`config.mk`:
```
export PLATFORM = sky130hd
export DESIGN_NAME = mhd_host_ctrl
export DESIGN_NICKNAME = d
export VERILOG_FILES = /design/src/design/mhd_pkg.sv /design/src/design/mhd_host_ctrl.sv
export SDC_FILE = /design/constraint.sdc
export NUM_CORES = 1
export LEC_CHECK = 0
export ABC_AREA = 1
export BUFFER_PORTS_ARGS = -buffer_cell sky130_fd_sc_hd__buf_2
export CORE_UTILIZATION = 35
export CTS_BUF_LIST = sky130_fd_sc_hd__clkbuf_8
export CTS_CLUSTER_DIAMETER = 150
export DETAILED_ROUTE_END_ITERATION = 10
export HOLD_SLACK_MARGIN = 0.15
export SETUP_SLACK_MARGIN = 0.2
export SLEW_MARGIN = 40
export SYNTH_ARGS = -nofsm -noshare
export SYNTH_HDL_FRONTEND = slang
export SYNTH_SLANG_ARGS = --single-unit
```
`constraint.sdc`:
```
create_clock -name clk -period 5.9 [get_ports clk]
set_clock_uncertainty 0.05 [all_clocks]
set_input_delay 0.59 -clock clk [delete_from_list [all_inputs] [get_ports clk]]
set_output_delay 0.59 -clock clk [all_outputs]
set_load 0.02 [all_outputs]
```
`src/design/mhd_pkg.sv`:
```
// constants shared by the modem host data interface controller
`default_nettype none
package mhd_pkg;
  // ----------------------------------------------------------------
  // device register addresses on the serial register bus
  // ----------------------------------------------------------------
  localparam logic [7:0] DEV_TXW0 = 8'hB5;
  localparam logic [7:0] DEV_TXW1 = 8'hB6;
  localparam logic [7:0] DEV_TXW2 = 8'hB7;
  localparam logic [7:0] DEV_TXW3 = 8'hCA;
  localparam logic [7:0] DEV_TXW4 = 8'hCB;
  localparam logic [7:0] DEV_RXW0 = 8'hB8;
  localparam logic [7:0] DEV_RXW1 = 8'hB9;
  localparam logic [7:0] DEV_RXW2 = 8'hBA;
  localparam logic [7:0] DEV_RXW3 = 8'hBB;
  localparam logic [7:0] DEV_RXW4 = 8'hC5;
  localparam logic [7:0] DEV_MODE = 8'hC1;
  localparam logic [7:0] DEV_STATUS = 8'hC6;
  localparam logic [7:0] DEV_PROG = 8'hC8;
  localparam logic [7:0] DEV_MASK = 8'hCE;
  // ----------------------------------------------------------------
  // field layouts and codes
  // ----------------------------------------------------------------
  localparam logic [1:0] MODE_IDLE = 2'h0;
  localparam logic [1:0] MODE_RX = 2'h1;
  localparam logic [1:0] MODE_TX = 2'h2;
  localparam logic [3:0] SUB_RAW = 4'h2;
  localparam int SUB_LSB = 4;
  localparam int CNT_LSB = 6;
  localparam logic [1:0] BLOCK_ID = 2'h1;
  localparam int WORDS = 5;
  localparam logic [4:0] BITS_CMD = 5'h08;
  localparam logic [4:0] BITS_WORD = 5'h18;
  // ----------------------------------------------------------------
  // own APB map (byte addresses)
  // ----------------------------------------------------------------
  localparam logic [7:0] A_CMD = 8'h00;
  localparam logic [7:0] A_WDATA = 8'h04;
  localparam logic [7:0] A_RDATA = 8'h08;
  localparam logic [7:0] A_STAT = 8'h0C;
  localparam logic [7:0] A_TXB = 8'h10;
  localparam logic [7:0] A_RXB = 8'h24;
  localparam int ST_REFUSED = 1;
  localparam int ST_RXLOST = 12;
  // ----------------------------------------------------------------
  // timing
  // ----------------------------------------------------------------
  localparam int CLK_NS = 20;
  localparam int SETTLE_NS = 250000;
  localparam int SETTLE_CYC = (SETTLE_NS + CLK_NS - 1) / CLK_NS;
  localparam int SCLK_HALF = 4;
  typedef enum logic [2:0] {
    OP_WR, OP_RD, OP_CMD, OP_TXBLK, OP_RXBLK
  } mhd_op_e;
endpackage
`default_nettype wire

```
`src/design/mhd_host_ctrl.sv`:
```
// host controller driving the modem over its serial register bus
//
// Behaviour
// - programming register written only in idle
// - sub-mode written together with mode bits
// - load transmit block before raw transmit
// - supply next 72 bits on payload ready
// - read receive block before it is overwritten
// - soft decisions need four times service rate
// - five 16-bit words, info byte then payload
// - block identifier written as 01
// - transaction counter incremented modulo four
// - counter word written last in block
//
// Decided for this implementation: the APB register port.
`default_nettype none
module mhd_host_ctrl
  import mhd_pkg::*;
#(
  parameter int SETTLE = SETTLE_CYC
) (
  input wire logic clk,
  input wire logic rst,
  input wire logic psel,
  input wire logic penable,
  input wire logic pwrite,
  input wire logic [7:0] paddr,
  input wire logic [31:0] pwdata,
  output logic [31:0] prdata,
  output logic pready,
  output logic pslverr,
  output logic ser_sel_n,
  output logic ser_clk,
  output logic ser_cmd,
  input wire logic ser_reply,
  input wire logic irq_out_n,
  input wire logic mode_indicator_pin_one,
  input wire logic mode_indicator_pin_two
);
  typedef enum {S_IDLE, S_LOAD, S_LOW, S_HIGH, S_END, S_SETTLE} mhd_st_e;

  // ----------------------------------------------------------------
  // helpers
  // ----------------------------------------------------------------
  // order of words in a block: transmit sends the counter word last
  function automatic logic [2:0] blk_word(input mhd_op_e op,
                                          input logic [2:0] step);
    if (op == OP_TXBLK) blk_word = (step == 3'h4) ? 3'h0 : step + 3'h1;
    else blk_word = step;
  endfunction

  function automatic logic [7:0] word_addr(input mhd_op_e op,
                                           input logic [2:0] w);
    logic [7:0] a;
    a = DEV_RXW0;
    case (w)
      3'h0: a = (op == OP_TXBLK) ? DEV_TXW0 : DEV_RXW0;
      3'h1: a = (op == OP_TXBLK) ? DEV_TXW1 : DEV_RXW1;
      3'h2: a = (op == OP_TXBLK) ? DEV_TXW2 : DEV_RXW2;
      3'h3: a = (op == OP_TXBLK) ? DEV_TXW3 : DEV_RXW3;
      default: a = (op == OP_TXBLK) ? DEV_TXW4 : DEV_RXW4;
    endcase
    word_addr = a;
  endfunction

  // ----------------------------------------------------------------
  // pin synchronisers
  // ----------------------------------------------------------------
  logic [3:0] sync1_ff, sync2_ff;
  // first stage is read only by the second
  always_ff @(posedge clk) begin
    if (rst) begin
      sync1_ff <= 4'hF;
      sync2_ff <= 4'hF;
    end else begin
      sync1_ff <= {mode_indicator_pin_two, mode_indicator_pin_one,
                   irq_out_n, ser_reply};
      sync2_ff <= sync1_ff;
    end
  end

  // ----------------------------------------------------------------
  // register file and command acceptance
  // ----------------------------------------------------------------
  logic [15:0] tx_buf_ff [WORDS];
  logic [15:0] nxt_tx_buf [WORDS];
  logic [15:0] wdata_ff, nxt_wdata;
  logic [7:0] caddr_ff, nxt_caddr;
  mhd_op_e cop_ff, nxt_cop;
  logic [1:0] mode_ff, nxt_mode;
  logic tx_loaded_ff, nxt_tx_loaded;
  logic refused_ff, nxt_refused;
  logic rxlost_ff, nxt_rxlost;
  logic [31:0] prdata_ff, nxt_prdata;
  logic start, busy_ff, blk_done;
  logic [1:0] tx_cnt_ff;
  logic [15:0] rdata_ff;
  logic [15:0] rx_buf_ff [WORDS];
  logic rx_seq_bad;
  logic [31:0] status;
  logic wr_acc, rd_set;
  logic [2:0] ti, ri;

  assign wr_acc = psel & penable & pwrite;
  assign rd_set = psel & ~penable & ~pwrite;
  assign ti = 3'((paddr - A_TXB) >> 2);
  assign ri = 3'((paddr - A_RXB) >> 2);
  assign status = {19'h0, rxlost_ff, 2'(rx_buf_ff[0][CNT_LSB +: 2]),
                   mode_ff, tx_cnt_ff, tx_loaded_ff, sync2_ff[3],
                   sync2_ff[2], ~sync2_ff[1], refused_ff, busy_ff};

  // decode, refusal of unsafe orders and shadow state
  always_comb begin
    nxt_tx_buf = tx_buf_ff;
    nxt_wdata = wdata_ff;
    nxt_caddr = caddr_ff;
    nxt_cop = cop_ff;
    nxt_mode = mode_ff;
    nxt_tx_loaded = tx_loaded_ff;
    nxt_refused = refused_ff;
    nxt_rxlost = rxlost_ff;
    nxt_prdata = prdata_ff;
    start = 1'b0;
    if (wr_acc) begin
      if (paddr == A_WDATA) nxt_wdata = pwdata[15:0];
      if (paddr == A_STAT) begin
        if (pwdata[ST_REFUSED]) nxt_refused = 1'b0;
        if (pwdata[ST_RXLOST]) nxt_rxlost = 1'b0;
      end
      if (paddr >= A_TXB && paddr < A_RXB && paddr[1:0] == 2'h0)
        nxt_tx_buf[ti] = pwdata[15:0];
      if (paddr == A_CMD) begin
        if (busy_ff || pwdata[2:0] > 3'(OP_RXBLK)) begin
          nxt_refused = 1'b1;
        end else if (mhd_op_e'(pwdata[2:0]) == OP_WR &&
                     pwdata[15:8] == DEV_PROG && mode_ff != MODE_IDLE) begin
          nxt_refused = 1'b1;
        end else if (mhd_op_e'(pwdata[2:0]) == OP_WR &&
                     pwdata[15:8] == DEV_MODE &&
                     wdata_ff[1:0] == MODE_TX &&
                     wdata_ff[SUB_LSB +: 4] == SUB_RAW && !tx_loaded_ff) begin
          nxt_refused = 1'b1;
        end else begin
          start = 1'b1;
          nxt_cop = mhd_op_e'(pwdata[2:0]);
          nxt_caddr = pwdata[15:8];
          // mode and sub-mode leave in one write of the whole word
          if (nxt_cop == OP_WR && pwdata[15:8] == DEV_MODE) begin
            nxt_mode = wdata_ff[1:0];
            if (wdata_ff[1:0] == MODE_TX) nxt_tx_loaded = 1'b0;
          end
        end
      end
    end
    if (blk_done && cop_ff == OP_TXBLK) nxt_tx_loaded = 1'b1;
    if (rx_seq_bad) nxt_rxlost = 1'b1; // set wins over clear
    if (rd_set) begin
      nxt_prdata = 32'h0;
      if (paddr == A_WDATA) nxt_prdata = {16'h0, wdata_ff};
      if (paddr == A_RDATA) nxt_prdata = {16'h0, rdata_ff};
      if (paddr == A_STAT) nxt_prdata = status;
      if (paddr >= A_TXB && paddr < A_RXB && paddr[1:0] == 2'h0)
        nxt_prdata = {16'h0, tx_buf_ff[ti]};
      if (paddr >= A_RXB && ri < 3'(WORDS) && paddr[1:0] == 2'h0)
        nxt_prdata = {16'h0, rx_buf_ff[ri]};
    end
  end

  always_ff @(posedge clk) begin
    if (rst) begin
      for (int i = 0; i < WORDS; i++) tx_buf_ff[i] <= 16'h0000;
      wdata_ff <= 16'h0000;
      caddr_ff <= 8'h00;
      cop_ff <= OP_WR;
      mode_ff <= MODE_IDLE; // device wakes idle
      tx_loaded_ff <= 1'b0;
      refused_ff <= 1'b0;
      rxlost_ff <= 1'b0;
      prdata_ff <= 32'h0;
    end else begin
      tx_buf_ff <= nxt_tx_buf;
      wdata_ff <= nxt_wdata;
      caddr_ff <= nxt_caddr;
      cop_ff <= nxt_cop;
      mode_ff <= nxt_mode;
      tx_loaded_ff <= nxt_tx_loaded;
      refused_ff <= nxt_refused;
      rxlost_ff <= nxt_rxlost;
      prdata_ff <= nxt_prdata;
    end
  end

  // zero wait state slave, read data captured in the setup cycle
  assign pready = 1'b1;
  assign pslverr = 1'b0;
  assign prdata = prdata_ff;

  // ----------------------------------------------------------------
  // serial engine
  // ----------------------------------------------------------------
  mhd_st_e st_ff, nxt_st;
  logic [23:0] sh_ff, nxt_sh;
  logic [15:0] rsh_ff, nxt_rsh;
  logic [4:0] nbits_ff, nxt_nbits, bit_ff, nxt_bit;
  logic [2:0] step_ff, nxt_step;
  logic [13:0] div_ff, nxt_div;
  logic [31:0] wait_ff, nxt_wait;
  logic [1:0] nxt_tx_cnt;
  logic [15:0] nxt_rdata;
  logic [15:0] nxt_rx_buf [WORDS];
  logic nxt_busy, sel_n_ff, nxt_sel_n, clk_ff, nxt_clk;
  logic [2:0] w;
  logic [15:0] word;
  logic blk_op, half_done;

  assign blk_op = (cop_ff == OP_TXBLK) || (cop_ff == OP_RXBLK);
  assign w = blk_word(cop_ff, step_ff);
  assign half_done = div_ff == 14'(SCLK_HALF - 1);
  // info byte: counter, fixed block id, byte count from software
  assign word = (w == 3'h0) ? {tx_buf_ff[0][15:8], tx_cnt_ff + 2'h1,
                               BLOCK_ID, tx_buf_ff[0][3:0]}
                            : tx_buf_ff[w];

  always_comb begin
    nxt_st = st_ff;
    nxt_sh = sh_ff;
    nxt_rsh = rsh_ff;
    nxt_nbits = nbits_ff;
    nxt_bit = bit_ff;
    nxt_step = step_ff;
    nxt_div = div_ff;
    nxt_wait = wait_ff;
    nxt_tx_cnt = tx_cnt_ff;
    nxt_rdata = rdata_ff;
    nxt_rx_buf = rx_buf_ff;
    nxt_busy = busy_ff;
    nxt_sel_n = sel_n_ff;
    nxt_clk = clk_ff;
    blk_done = 1'b0;
    rx_seq_bad = 1'b0;
    case (st_ff)
      S_IDLE: begin
        if (start) begin
          nxt_busy = 1'b1;
          nxt_step = 3'h0;
          nxt_st = S_LOAD;
        end
      end
      S_LOAD: begin
        nxt_nbits = (cop_ff == OP_CMD) ? BITS_CMD : BITS_WORD;
        if (blk_op) nxt_sh = {word_addr(cop_ff, w),
                              (cop_ff == OP_TXBLK) ? word : 16'h0000};
        else nxt_sh = {caddr_ff, wdata_ff};
        nxt_bit = 5'h00;
        nxt_div = 14'h0;
        nxt_sel_n = 1'b0;
        nxt_st = S_LOW;
      end
      S_LOW: begin
        nxt_div = div_ff + 14'h1;
        if (half_done) begin
          nxt_div = 14'h0;
          nxt_clk = 1'b1; // device takes the bit on this rise
          nxt_st = S_HIGH;
        end
      end
      S_HIGH: begin
        nxt_div = div_ff + 14'h1;
        if (half_done) begin
          nxt_div = 14'h0;
          nxt_clk = 1'b0;
          nxt_rsh = {rsh_ff[14:0], sync2_ff[0]};
          nxt_sh = {sh_ff[22:0], 1'b0};
          nxt_bit = bit_ff + 5'h01;
          nxt_st = (bit_ff == nbits_ff - 5'h01) ? S_END : S_LOW;
        end
      end
      S_END: begin
        nxt_sel_n = 1'b1;
        nxt_div = div_ff + 14'h1;
        if (half_done) begin
          nxt_div = 14'h0;
          if (cop_ff == OP_RD) nxt_rdata = rsh_ff;
          if (cop_ff == OP_RXBLK) nxt_rx_buf[w] = rsh_ff;
          // counter word comes first; compare before it is overwritten
          if (cop_ff == OP_RXBLK && step_ff == 3'h0 &&
              rsh_ff[CNT_LSB +: 2] != 2'(rx_buf_ff[0][CNT_LSB +: 2] + 2'h1))
            rx_seq_bad = 1'b1;
          if (blk_op && step_ff != 3'(WORDS - 1)) begin
            nxt_step = step_ff + 3'h1;
            nxt_st = S_LOAD;
          end else begin
            blk_done = blk_op;
            if (cop_ff == OP_TXBLK) nxt_tx_cnt = tx_cnt_ff + 2'h1;
            nxt_wait = 32'h0;
            // give the device time to act on a new mode
            nxt_st = (cop_ff == OP_WR && caddr_ff == DEV_MODE) ?
                     S_SETTLE : S_IDLE;
            nxt_busy = (nxt_st == S_SETTLE);
          end
        end
      end
      S_SETTLE: begin
        nxt_wait = wait_ff + 32'h1;
        if (wait_ff == 32'(SETTLE - 1)) begin
          nxt_busy = 1'b0;
          nxt_st = S_IDLE;
        end
      end
      default: nxt_st = S_IDLE;
    endcase
  end

  always_ff @(posedge clk) begin
    if (rst) begin
      st_ff <= S_IDLE;
      sh_ff <= 24'h000000;
      rsh_ff <= 16'h0000;
      nbits_ff <= 5'h00;
      bit_ff <= 5'h00;
      step_ff <= 3'h0;
      div_ff <= 14'h0;
      wait_ff <= 32'h0;
      tx_cnt_ff <= 2'h0;
      rdata_ff <= 16'h0000;
      for (int i = 0; i < WORDS; i++) rx_buf_ff[i] <= 16'h0000;
      busy_ff <= 1'b0;
      sel_n_ff <= 1'b1;
      clk_ff <= 1'b0;
    end else begin
      st_ff <= nxt_st;
      sh_ff <= nxt_sh;
      rsh_ff <= nxt_rsh;
      nbits_ff <= nxt_nbits;
      bit_ff <= nxt_bit;
      step_ff <= nxt_step;
      div_ff <= nxt_div;
      wait_ff <= nxt_wait;
      tx_cnt_ff <= nxt_tx_cnt;
      rdata_ff <= nxt_rdata;
      rx_buf_ff <= nxt_rx_buf;
      busy_ff <= nxt_busy;
      sel_n_ff <= nxt_sel_n;
      clk_ff <= nxt_clk;
    end
  end

  // msb first, data set while the serial clock is low
  assign ser_sel_n = sel_n_ff;
  assign ser_clk = clk_ff;
  assign ser_cmd = sh_ff[23];
endmodule
`default_nettype wire

```
# Word-level counts from Yosys, hierarchy flattened
# Index checks and enable logic that the tools add are counted.
# word_totals
ram_bits	0
elab_cells	254
mem_bits_ro	0
reg_bits	384
n_memories	0
latchBits	0
output_inout_bits	37
inputBits	49
# classes
reduce_logical	59
muxes	92
div_mod_pow	0
order_cmp	10
bitwise_logic	14
multipliers	0
n_eq_ne	37
shift	0
n_addsub	9
# op_table
cell	count
32-bit two-way mux	11
32-bit case mux with 6 select lines	1
16-bit two-way mux	11
80-bit bitwise mux	2
16-bit binary-select mux with 3-bit select	3
16-bit demux with 3-bit select	2
32-bit by 2-bit equality test with 1-bit output (second input constant)	2
32-bit by 3-bit equality test with 1-bit output (second input constant)	2
32-bit case mux with 2 select lines	1
24-bit two-way mux	2
24-bit case mux with 2 select lines	1
1-bit two-way mux	35
32-bit by 1-bit adder with 32-bit output (second input constant)	1
32-bit by 1-bit equality test with 1-bit output (second input constant)	1
32-bit by 14-bit equality test with 1-bit output (second input constant)	1
32-bit logical NOT	1
14-bit case mux with 2 select lines	1
7-bit case mux with 4 select lines	1
2-bit nonzero test	14
8-bit equality test (second input constant)	3
3-bit two-way mux	8
1-bit logical AND	17
8-bit by 4-bit equality test with 1-bit output (second input constant)	2
4-bit two-way mux	4
49 further kinds	94

# Longest topological paths before layout
# Gate-level depths: netlist of run 1.
# depth
word_depth	12
mapped_depth	17
ltp_nobuf	16

# Worst setup path before layout of run 1
# OpenSTA, ideal clock, no wires.
# synth_timing
path_type	input to register
startpoint	input paddr[2]
endpoint	register prdata_ff[9] (netlist: prdata[9])
path_buffers	4
slack_ns	3.021
required_ns	5.729
arrival_time_ns	2.708
cell_stages	12
setup_ns	0.121
path_cell_list	inv_1 > clkbuf_1 > clkbuf_1 > ha_1 > clkbuf_1 > nand2_1 > inv_1 > o211ai_1 > clkbuf_1 > inv_1 > a31oi_1 > a21oi_1
# synth_between
elab_chain_len	7
elab_cells_between_ends	26
classes_between	add/sub: 2; order compare: 4; eq/ne: 3; mux: 11; bitwise: 2; reduce/logical: 4
# synth_lines
item	line_no	text
start, declared	mhd_host_ctrl.sv:27	input wire logic [7:0] paddr,
5-bit subtractor	mhd_host_ctrl.sv:106	assign ti = 3'((paddr - A_TXB) >> 2);
3-bit inverter with 4-bit output (implied by the code)	mhd_host_ctrl.sv:163	nxt_prdata = {16'h0, tx_buf_ff[ti]};
16-bit binary-select mux with 3-bit select	mhd_host_ctrl.sv:163	
16-bit two-way mux (implied by the code) (2 in a row)	mhd_host_ctrl.sv:163	
32-bit two-way mux	mhd_host_ctrl.sv:162	if (paddr >= A_TXB && paddr < A_RXB && paddr[1:0] == 2'h0)
32-bit two-way mux *	mhd_host_ctrl.sv:164	if (paddr >= A_RXB && ri < 3'(WORDS) && paddr[1:0] == 2'h0)
end signal, assigned	mhd_host_ctrl.sv:189	prdata_ff <= nxt_prdata;
end, declared	mhd_host_ctrl.sv:94	logic [31:0] prdata_ff, nxt_prdata;
# Every way passes the cells marked *; elsewhere a longest branch is shown, timed or not. The select of a mux whose other input is x is not followed.
# A chain may end at the register's enable or synchronous reset.

# Worst setup path in the final report of run 1
# layout_timing
startpoint	register step_ff[0]
endpoint	register rx_buf_ff[42] in the netlist's numbering
# layout_between
elab_chain_len	9
elab_cells_between_ends	11
classes_between	add/sub: 1; order compare: 2; eq/ne: 1; mux: 5; bitwise: 1; reduce/logical: 1
# layout_lines
item	line_no	text
start, declared	mhd_host_ctrl.sv:205	logic [2:0] step_ff, nxt_step;
start signal, assigned	mhd_host_ctrl.sv:336	step_ff <= nxt_step;
3-bit by 1-bit adder with 3-bit output / 3-bit equality test (equally long branches)	mhd_host_ctrl.sv:48	if (op == OP_TXBLK) blk_word = (step == 3'h4) ? 3'h0 : step + 3'h1;
3-bit two-way mux	mhd_host_ctrl.sv:48	
3-bit two-way mux *	mhd_host_ctrl.sv:48	
3-bit inverter with 4-bit output (implied by the code) *	mhd_host_ctrl.sv:284	if (cop_ff == OP_RXBLK) nxt_rx_buf[w] = rsh_ff;
4-bit greater-or-equal comparator (implied by the code) / 4-bit by 1-bit less-than comparator with 1-bit output (equally long branches)	mhd_host_ctrl.sv:284	
1-bit logical AND (implied by the code)	mhd_host_ctrl.sv:284	
16-bit two-way mux (implied by the code)	mhd_host_ctrl.sv:284	
16-bit demux with 3-bit select *	mhd_host_ctrl.sv:284	
80-bit bitwise mux *	mhd_host_ctrl.sv:284	
end signal, assigned	mhd_host_ctrl.sv:341	rx_buf_ff <= nxt_rx_buf;
end, declared	mhd_host_ctrl.sv:98	logic [15:0] rx_buf_ff [WORDS];
# Every way passes the cells marked *; elsewhere a longest branch is shown, timed or not.

==> results by group, run 1 <==
Worst setup path
  • R2R setup slack: 2.23 ns
  • Worst-path cell chain: inv_1 > ha_1 > nand2_1 > nand2_1 > inv_1 > nand2_1 > nand2_1 > nor2_2 > nand3_2 > inv_2 > nand2_1 > a21oi_1
  • Reg2reg path depth: 12
  • CP max FO: 17
  • Critical Path Stages: 12
  • CP top delay family: simple AND/OR/NAND/NOR gates
  • Worst path required time: around 6.5 ns
  • Setup CP Type: reg -> reg
  • Nature of the critical path endpoint: flip-flop
  • Slowest stage cell, crit path: nor2_2
  • Most used cell along the critical path: nand2_1
  • WP buf/inv: 3
  • Slowest cell delay on critical path: 0.70 ns
  • Crit path launch type: flip-flop
  • Crit path DAT: 4.23 ns

Outcome
  • Outcome: finished, violations left
  • Failing checks: design-rule violations

Place
  • Routability cong.: ~0.88
  • Post-DP HPWL: 36.7 mm
  • Input/output buffers: 51
  • Place WS: 2.08 ns
  • Post-Place Cell Area: ~0.017 mm^2

STA
  • Unrepaired setup endpoints after global routing: no
  • Setup_tns: 0 ns
  • FMAX: 0.273 GHz
  • Slew @ Worst Pin: 0.833 ns
  • Worst slew margin: between 40 and 50%
  • Slew Limit Fails: 0
  • Fin crit share: 62.2%
  • Finish-stage setup viols: 0
  • Final Hold Vio Count: 0
  • Setup ws final: 2.23 ns
  • Tmin final: 3.67 ns

Die
  • Num ports: between 80 and 90
  • Row cnt: 79
  • Total core area: about 0.047 mm^2
  • Die Area: just under 0.05 mm^2
  • Initial core utilization: a little over a third
  • Die W: 221 um
  • DIE HEIGHT: 221 um

Routing
  • Routed wire length: approximately 55 mm
  • Vias: approximately 17000
  • Routed Antenna Nets: 0
  • Drt pass-1 iters: 8
  • Initial DRC count: 1602
  • Avg WL per Cell: 17.4 um
  • Routed vias/inst: 5.29
  • Residual DRC: 1

Global route
  • Initial antenna violation count: 6
  • First-pass GRT wire length: between 80 and 90 mm
  • Total gr overflow: 0
  • Tot GR Track Use: 22.1%
  • Largest net degree at the start of global routing: 98
  • Vias in the first global route: around 16000

Logic synthesis
  • Sequential element share of the synthesized area: 40.0%
  • Synth Flop Type: dfxtp_1
  • Syn avg cell area: around 6.7 um^2
  • Count leader, synth: nand2_1
  • EDFF count, synth: 0
  • Yosys warning total: 0
  • Most frequent cells after synthesis: nand2_1, dfxtp_1, a21oi_1
  • Post-synth top area share: 40.0%
  • Area contributors post-synth: dfxtp_1, nand2_1, a21oi_1
  • Synthesized area: 0.0168 mm^2
  • Gate Count Post-Synth: 2519
  • Yosys top cell by area: dfxtp_1
  • Distinct cell type count after synthesis: 43
  • Seq cells post-synth: 336
  • Async SR Flop Fraction: 0%

CTS
  • Clk slew on worst S/H paths: 0.07 ns
  • Total CTS buffers: 60
  • Post-CTS setup repair buffer count: 0
  • Root Driver: clkbuf_8
  • Resized Gates After CTS: 0
  • Clock Path Buffers: 3
  • CTS tree: built
  • Depth of the CTS H-tree: 2
  • Clock Sinks: approximately 340
  • CTS Hold Buffers Added: 4
  • Clock Latency Late Sink: between 0.6 and 0.7 ns

Layout
  • Share of layout cells above drive strength 1: 9.55%
  • Design area: 0.0188 mm^2
  • FILL cells: 4932
  • Layout area overhead: 11.4%
  • Fin nets: 2575

Min path
  • Hold Crit Depth: 3
  • Hold Crit Class: in -> reg

Pwr
  • Total power draw: 5.87 mW
  • Power Density: 313 mW/mm^2
  • VDD IR max: around 0.20 mV
  • Leak pwr: around 7.3 nW

Run
  • Max_cap viols: 0
-- worst paths after layout --
kind	from	to
setup / recovery	step_ff[0]	rx_buf_ff[42]
hold reg to reg	sync1_ff[2]	sync2_ff[2]
setup reg to reg	step_ff[0]	rx_buf_ff[42]
hold / removal	pwdata[6]	tx_buf_ff[6]
-- worst register-to-register path, stage by stage, from the launching register on --
cell and delay (ns):
dfxtp_1 0.33, inv_1 0.16, ha_1 0.22, nand2_1 0.16, nand2_1 0.12, inv_1 0.04
nand2_1 0.05, nand2_1 0.44, nor2_2 0.70, nand3_2 0.57, inv_2 0.51, nand2_1 0.09
a21oi_1 0.15
-- layout by cell type (no fill, tap or decap), types with 18 or more instances in the layout --
| master | n |
|---|---|
| nand2_1 | 493 |
| dfxtp_1 | 336 |
| a21oi_1 | 313 |
| o21ai_0 | 308 |
| inv_1 | 268 |
| nor2_1 | 240 |
| nand3_1 | 146 |
| clkbuf_8 | 81 |
| buf_2 | 50 |
| nor3_1 | 40 |
| or2_2 | 33 |
| o211ai_1 | 22 |
| o22ai_1 | 20 |
| buf_4 | 20 |
| nand4_1 | 19 |
| a211oi_1 | 19 |
| conb_1 | 18 |
-- per-layer routing --
| layer | track usage, % | share of wire [%] | routed length [um] | vias to the layer above |
|---|---|---|---|---|
| li1 | - | - | - | 8288 |
| met1 | 30.0 | 45 | 25000 | 7818 |
| met2 | 33.9 | 43 | 23800 | 559 |
| met3 | 4.00 | 7.5 | 4150 | 127 |
| met4 | 10.3 | 4.0 | 2190 | 6 |
| met5 | 0 | 0.063 | 35 | - |
-- flip-flops by register name (all words and copies together) (netlist names), 2 cells and up --
| name | count |
|---|---|
| cop_ff | 3 |
| rsh_ff | 16 |
| div_ff | 14 |
| nbits_ff | 2 |
| rdata_ff | 16 |
| sync2_ff | 4 |
| st_ff | 3 |
| sh_ff | 24 |
| mode_ff | 2 |
| caddr_ff | 8 |
| bit_ff | 5 |
| wdata_ff | 16 |
| tx_cnt_ff | 2 |
| prdata | 16 |
| sync1_ff | 4 |
| tx_buf_ff | 80 |
| step_ff | 3 |
| wait_ff | 32 |
| rx_buf_ff | 80 |
-- final cells by class --
cell class | instances | area (um^2) | share of cell area, %
multi-input combinational | 1775 | 8490 | 45.3
sequential | 336 | 6730 | 35.9
clock buffer | 81 | 1110 | 5.94
inverter | 264 | 996 | 5.31
tap | 607 | 759 | 4.05
timing repair buffer | 79 | 509 | 2.71
clock inverter | 30 | 154 | 0.820
antenna | 2 | 5.00 | 0.0267
-- where the power goes --
group	internal, mW	switching, mW	total (mW)
logic	0.307	0.871	1.18
clock network	1.23	1.04	2.27
registers	2.36	0.0608	2.42
total	3.90	1.98	5.87
-- kinds of logic after synthesis --
group / synth area share (%)
AND/OR/NAND/NOR: 25.9
AO/OA/AOI/OAI: 22.6
buffers and inverters: 10.1
flip-flops: 40.0
XOR/XNOR: 0.520
adder cells (fa/ha/maj): 0.743
other: 0.0446
-- stage by stage --
stage                     utilization, %  std cells  hold WS [ns]
after detailed placement            37.1       3057         0.346
after global routing                39.9       3173         0.192
after global placement              37.0       3053         0.343
after floorplan                        -       2535         0.339
after CTS                           39.9       3172         0.169
final                               40.0       3174         0.202
Power figures use the tool's default switching activity.
==> run 2: changes to the inputs <==
Settings changed: ABC_AREA 1 to 0.
Clock period 5.9 ns to 3.6 ns, I/O delays scaled along.
==> results by group, run 2 <==
Outcome
  • Outcome: completed (was finished, violations left)

Logic synthesis
  • Synth Flop Type: dfxtp_1 (unchanged)
  • Async SR Flop Fraction: 0% (unchanged)
  • Area contributors post-synth: dfxtp_1, nand2_1, a21oi_1 (unchanged)
  • Yosys warning total: 0 (unchanged)
  • Synthesized area: 0.0162 mm^2 (was 0.0168 mm^2)
  • Post-synth top area share: 41.5% (was 40.0%)
  • Seq cells post-synth: 336 (unchanged)
  • Yosys top cell by area: dfxtp_1 (unchanged)
  • Syn avg cell area: 7.82 um^2 (was 6.68 um^2)
  • Distinct cell type count after synthesis: 75 (was 43)
  • Most frequent cells after synthesis: nand2_1, dfxtp_1, a21oi_1 (unchanged)
  • Sequential element share of the synthesized area: 41.5% (was 40.0%)
  • Gate Count Post-Synth: 2070 (was 2519)
  • Count leader, synth: nand2_1 (unchanged)
  • EDFF count, synth: 0 (unchanged)

Run
  • Max_cap viols: 0 (unchanged)

Layout
  • Commonest non-fill, non-tap cell in the layout: nand2_1 (unchanged)
  • Top flop regs: rx_buf_ff x80, tx_buf_ff x80, wait_ff x32 (unchanged)
  • Antenna cells: 0 (was 2)
  • Utilization after layout: 40.3% (was 40.0%)
  • Most frequent cells in the layout: nand2_1, dfxtp_1, a21oi_1, nor2_1, mux2i_1 (was nand2_1, dfxtp_1, a21oi_1, o21ai_0, inv_1)
  • FILL cells: 4712 (was 4932)
  • Fin nets: 2146 (was 2575)
  • Layout area overhead: 13.2% (was 11.4%)
  • Finished Layout Cells: 2725 (was 3174)
  • Share of layout cells above drive strength 1: 11.8% (was 9.55%)

Worst setup path
  • Worst path required time: 4.15 ns (was 6.46 ns)
  • Setup CP Type: reg -> reg (unchanged)
  • CP max FO: 12 (was 17)
  • Crit path DAT: 3.72 ns (was 4.23 ns)
  • Nature of the critical path endpoint: flip-flop (unchanged)
  • Crit path launch type: flip-flop (unchanged)

CTS
  • Clock Path Buffers: 3 (unchanged)
  • CTS Hold Buffers Added: 26 (was 4)
  • Depth of the CTS H-tree: 2 (unchanged)
  • Total CTS buffers: 60 (unchanged)
  • Clock Sinks: 336 (unchanged)
  • Resized Gates After CTS: 0 (unchanged)
  • Root Driver: clkbuf_8 (unchanged)
  • Post-CTS setup repair buffer count: 0 (unchanged)
  • CTS tree: built (unchanged)
  • Clock Latency Late Sink: 0.69 ns (about the same)
  • Clk slew on worst S/H paths: 0.06 ns (was 0.07 ns)

STA
  • FMAX: 0.316 GHz (was 0.273 GHz)
  • Fin crit share: 88.0% (was 62.2%)
  • Final Hold Vio Count: 0 (unchanged)
  • Finish-stage setup viols: 0 (unchanged)
  • Tmin final: 3.17 ns (was 3.67 ns)
  • Setup_tns: 0 ns (unchanged)
  • Unrepaired setup endpoints after global routing: no (unchanged)
  • Slew Limit Fails: 0 (unchanged)
  • Worst slew margin: 44.0% (was 44.3%)
  • Slew @ Worst Pin: 0.833 ns (about the same)

Pwr
  • Sw Pwr: 2.33 mW (was 1.98 mW)
  • VDD IR max: 0.258 mV (was 0.198 mV)
  • Sequential power share: 47.5% (was 41.3%)
  • Total power draw: 8.22 mW (was 5.87 mW)
  • Gate power share: 10.5% (was 20.0%)
  • Leak pwr: 6.59 nW (was 7.26 nW)
  • Switching part of the total: 28.4% (was 33.6%)
  • Clock Power Share: 42.0% (was 38.7%)
  • Int Pwr: 5.88 mW (was 3.90 mW)
  • Power Density: 448 mW/mm^2 (was 313 mW/mm^2)

Die
  • Num ports: 86 (unchanged)
  • Die W: 217 um (was 221 um)
  • DIE HEIGHT: 217 um (was 221 um)
  • Row cnt: 78 (was 79)
  • Initial core utilization: 35.6% (was 35.9%)
  • Total core area: 0.0455 mm^2 (was 0.0470 mm^2)
  • Die Area: 0.0471 mm^2 (was 0.0490 mm^2)

Routing
  • Routed wire length: 52.8 mm (was 55.2 mm)
  • Met2 WL: 23.8 mm (about the same)
  • Avg WL per Cell: 19.4 um (was 17.4 um)
  • Residual DRC: 0 (was 1)
  • Routed Antenna Nets: 0 (unchanged)
  • Highest Signal Layer: met4 (was met5)
  • Initial DRC count: 1420 (was 1602)
  • WL met3: 4.15 mm (about the same)
  • WL met1: 22.9 mm (was 25.0 mm)
  • Routed vias/inst: 5.58 (was 5.29)
  • Drt pass-1 iters: 9 (was 8)
  • Vias: 15202 (was 16798)

Global route
  • Largest net degree at the start of global routing: 120 (was 98)
  • Tot GR Track Use: 22.1% (about the same)
  • First-pass GRT wire length: 81.6 mm (was 86.1 mm)
  • Total gr overflow: 0 (unchanged)
  • Vias in the first global route: 14177 (was 15559)
  • Initial antenna violation count: 0 (was 6)

Place
  • Inst Count DP: 2599 (was 3057)
  • Input/output buffers: 51 (unchanged)
  • Post-DP HPWL: 34.5 mm (was 36.7 mm)
  • Routability cong.: 0.889 (was 0.885)

Min path
  • Hold Crit Class: in -> reg (unchanged)
==> run 2: area by class of cell <==
class	count	area (um^2)	area share (%)
clock inverters	32	193	1.05
clock buffers	68	936	5.11
repair buffers	131	968	5.28
inverters	9	33.8	0.184
multi-input cells	1549	8720	47.6
well taps	600	751	4.10
flip-flops and latches	336	6730	36.7
==> run 2: routing by layer <==
layer	GRT usage (%)	vias up
li1	-	7220
met4	9.72	0
met3	3.79	117
met2	34.5	637
met1	29.7	7228
met5	0	-
==> run 2: power by group through the flow <==
| stage | combinational [mW] | sequential (mW) | clock, mW |
|---|---|---|---|
| floorplan | 0.577 | 3.96 | 0 |
| global placement | 0.812 | 3.98 | 0 |
| detailed placement | 0.825 | 3.98 | 0 |
| CTS | 0.849 | 3.90 | 3.53 |
| global route | 0.933 | 3.91 | 3.71 |
| finish | 0.861 | 3.90 | 3.45 |
==> run 2: critical path: stages, from the launching register on <==
cell and delay, ns:
dfxtp_1 0.39, inv_1 0.23, ha_1 0.39, nand2_1 0.26, a21boi_0 0.25, o21ai_2 0.33, nand3_1 0.43, or4_1 0.62
a21oi_1 0.14
==> run 2: path summary, 6_finish.rpt <==
path | from | end | slack (ns) | cells past startpoint
worst min-delay path | paddr[5] | refused_ff | 0.30 | 5
worst max-delay path | step_ff[1] | wait_ff[25] | 0.43 | 8
worst min register to register | sync1_ff[0] | sync2_ff[0] | 0.37 | 1
worst max register to register | step_ff[1] | wait_ff[25] | 0.43 | 8
==> run 2: kinds of logic after synthesis <==
kind of cell	count (synthesis)	synth area share [%]
AND/OR/NAND/NOR	883	24.1
AO/OA/AOI/OAI	497	18.1
flip-flops	336	41.5
buffers and inverters	201	5.33
multiplexers	110	8.41
XOR/XNOR	31	1.68
adder cells (fa/ha/maj)	10	0.773
other	2	0.0464
==> run 2: metrics by stage <==
stage / cell area, um^2 / setup WS, ns / hold WS [ns]
global placement: 16900 / 0.501 / 0.352
floorplan: 16300 / 0.851 / 0.339
detailed placement: 16900 / 0.477 / 0.347
finish: 18300 / 0.432 / 0.302
global route: 18300 / 0.298 / 0.331
CTS: 18300 / 0.507 / 0.255
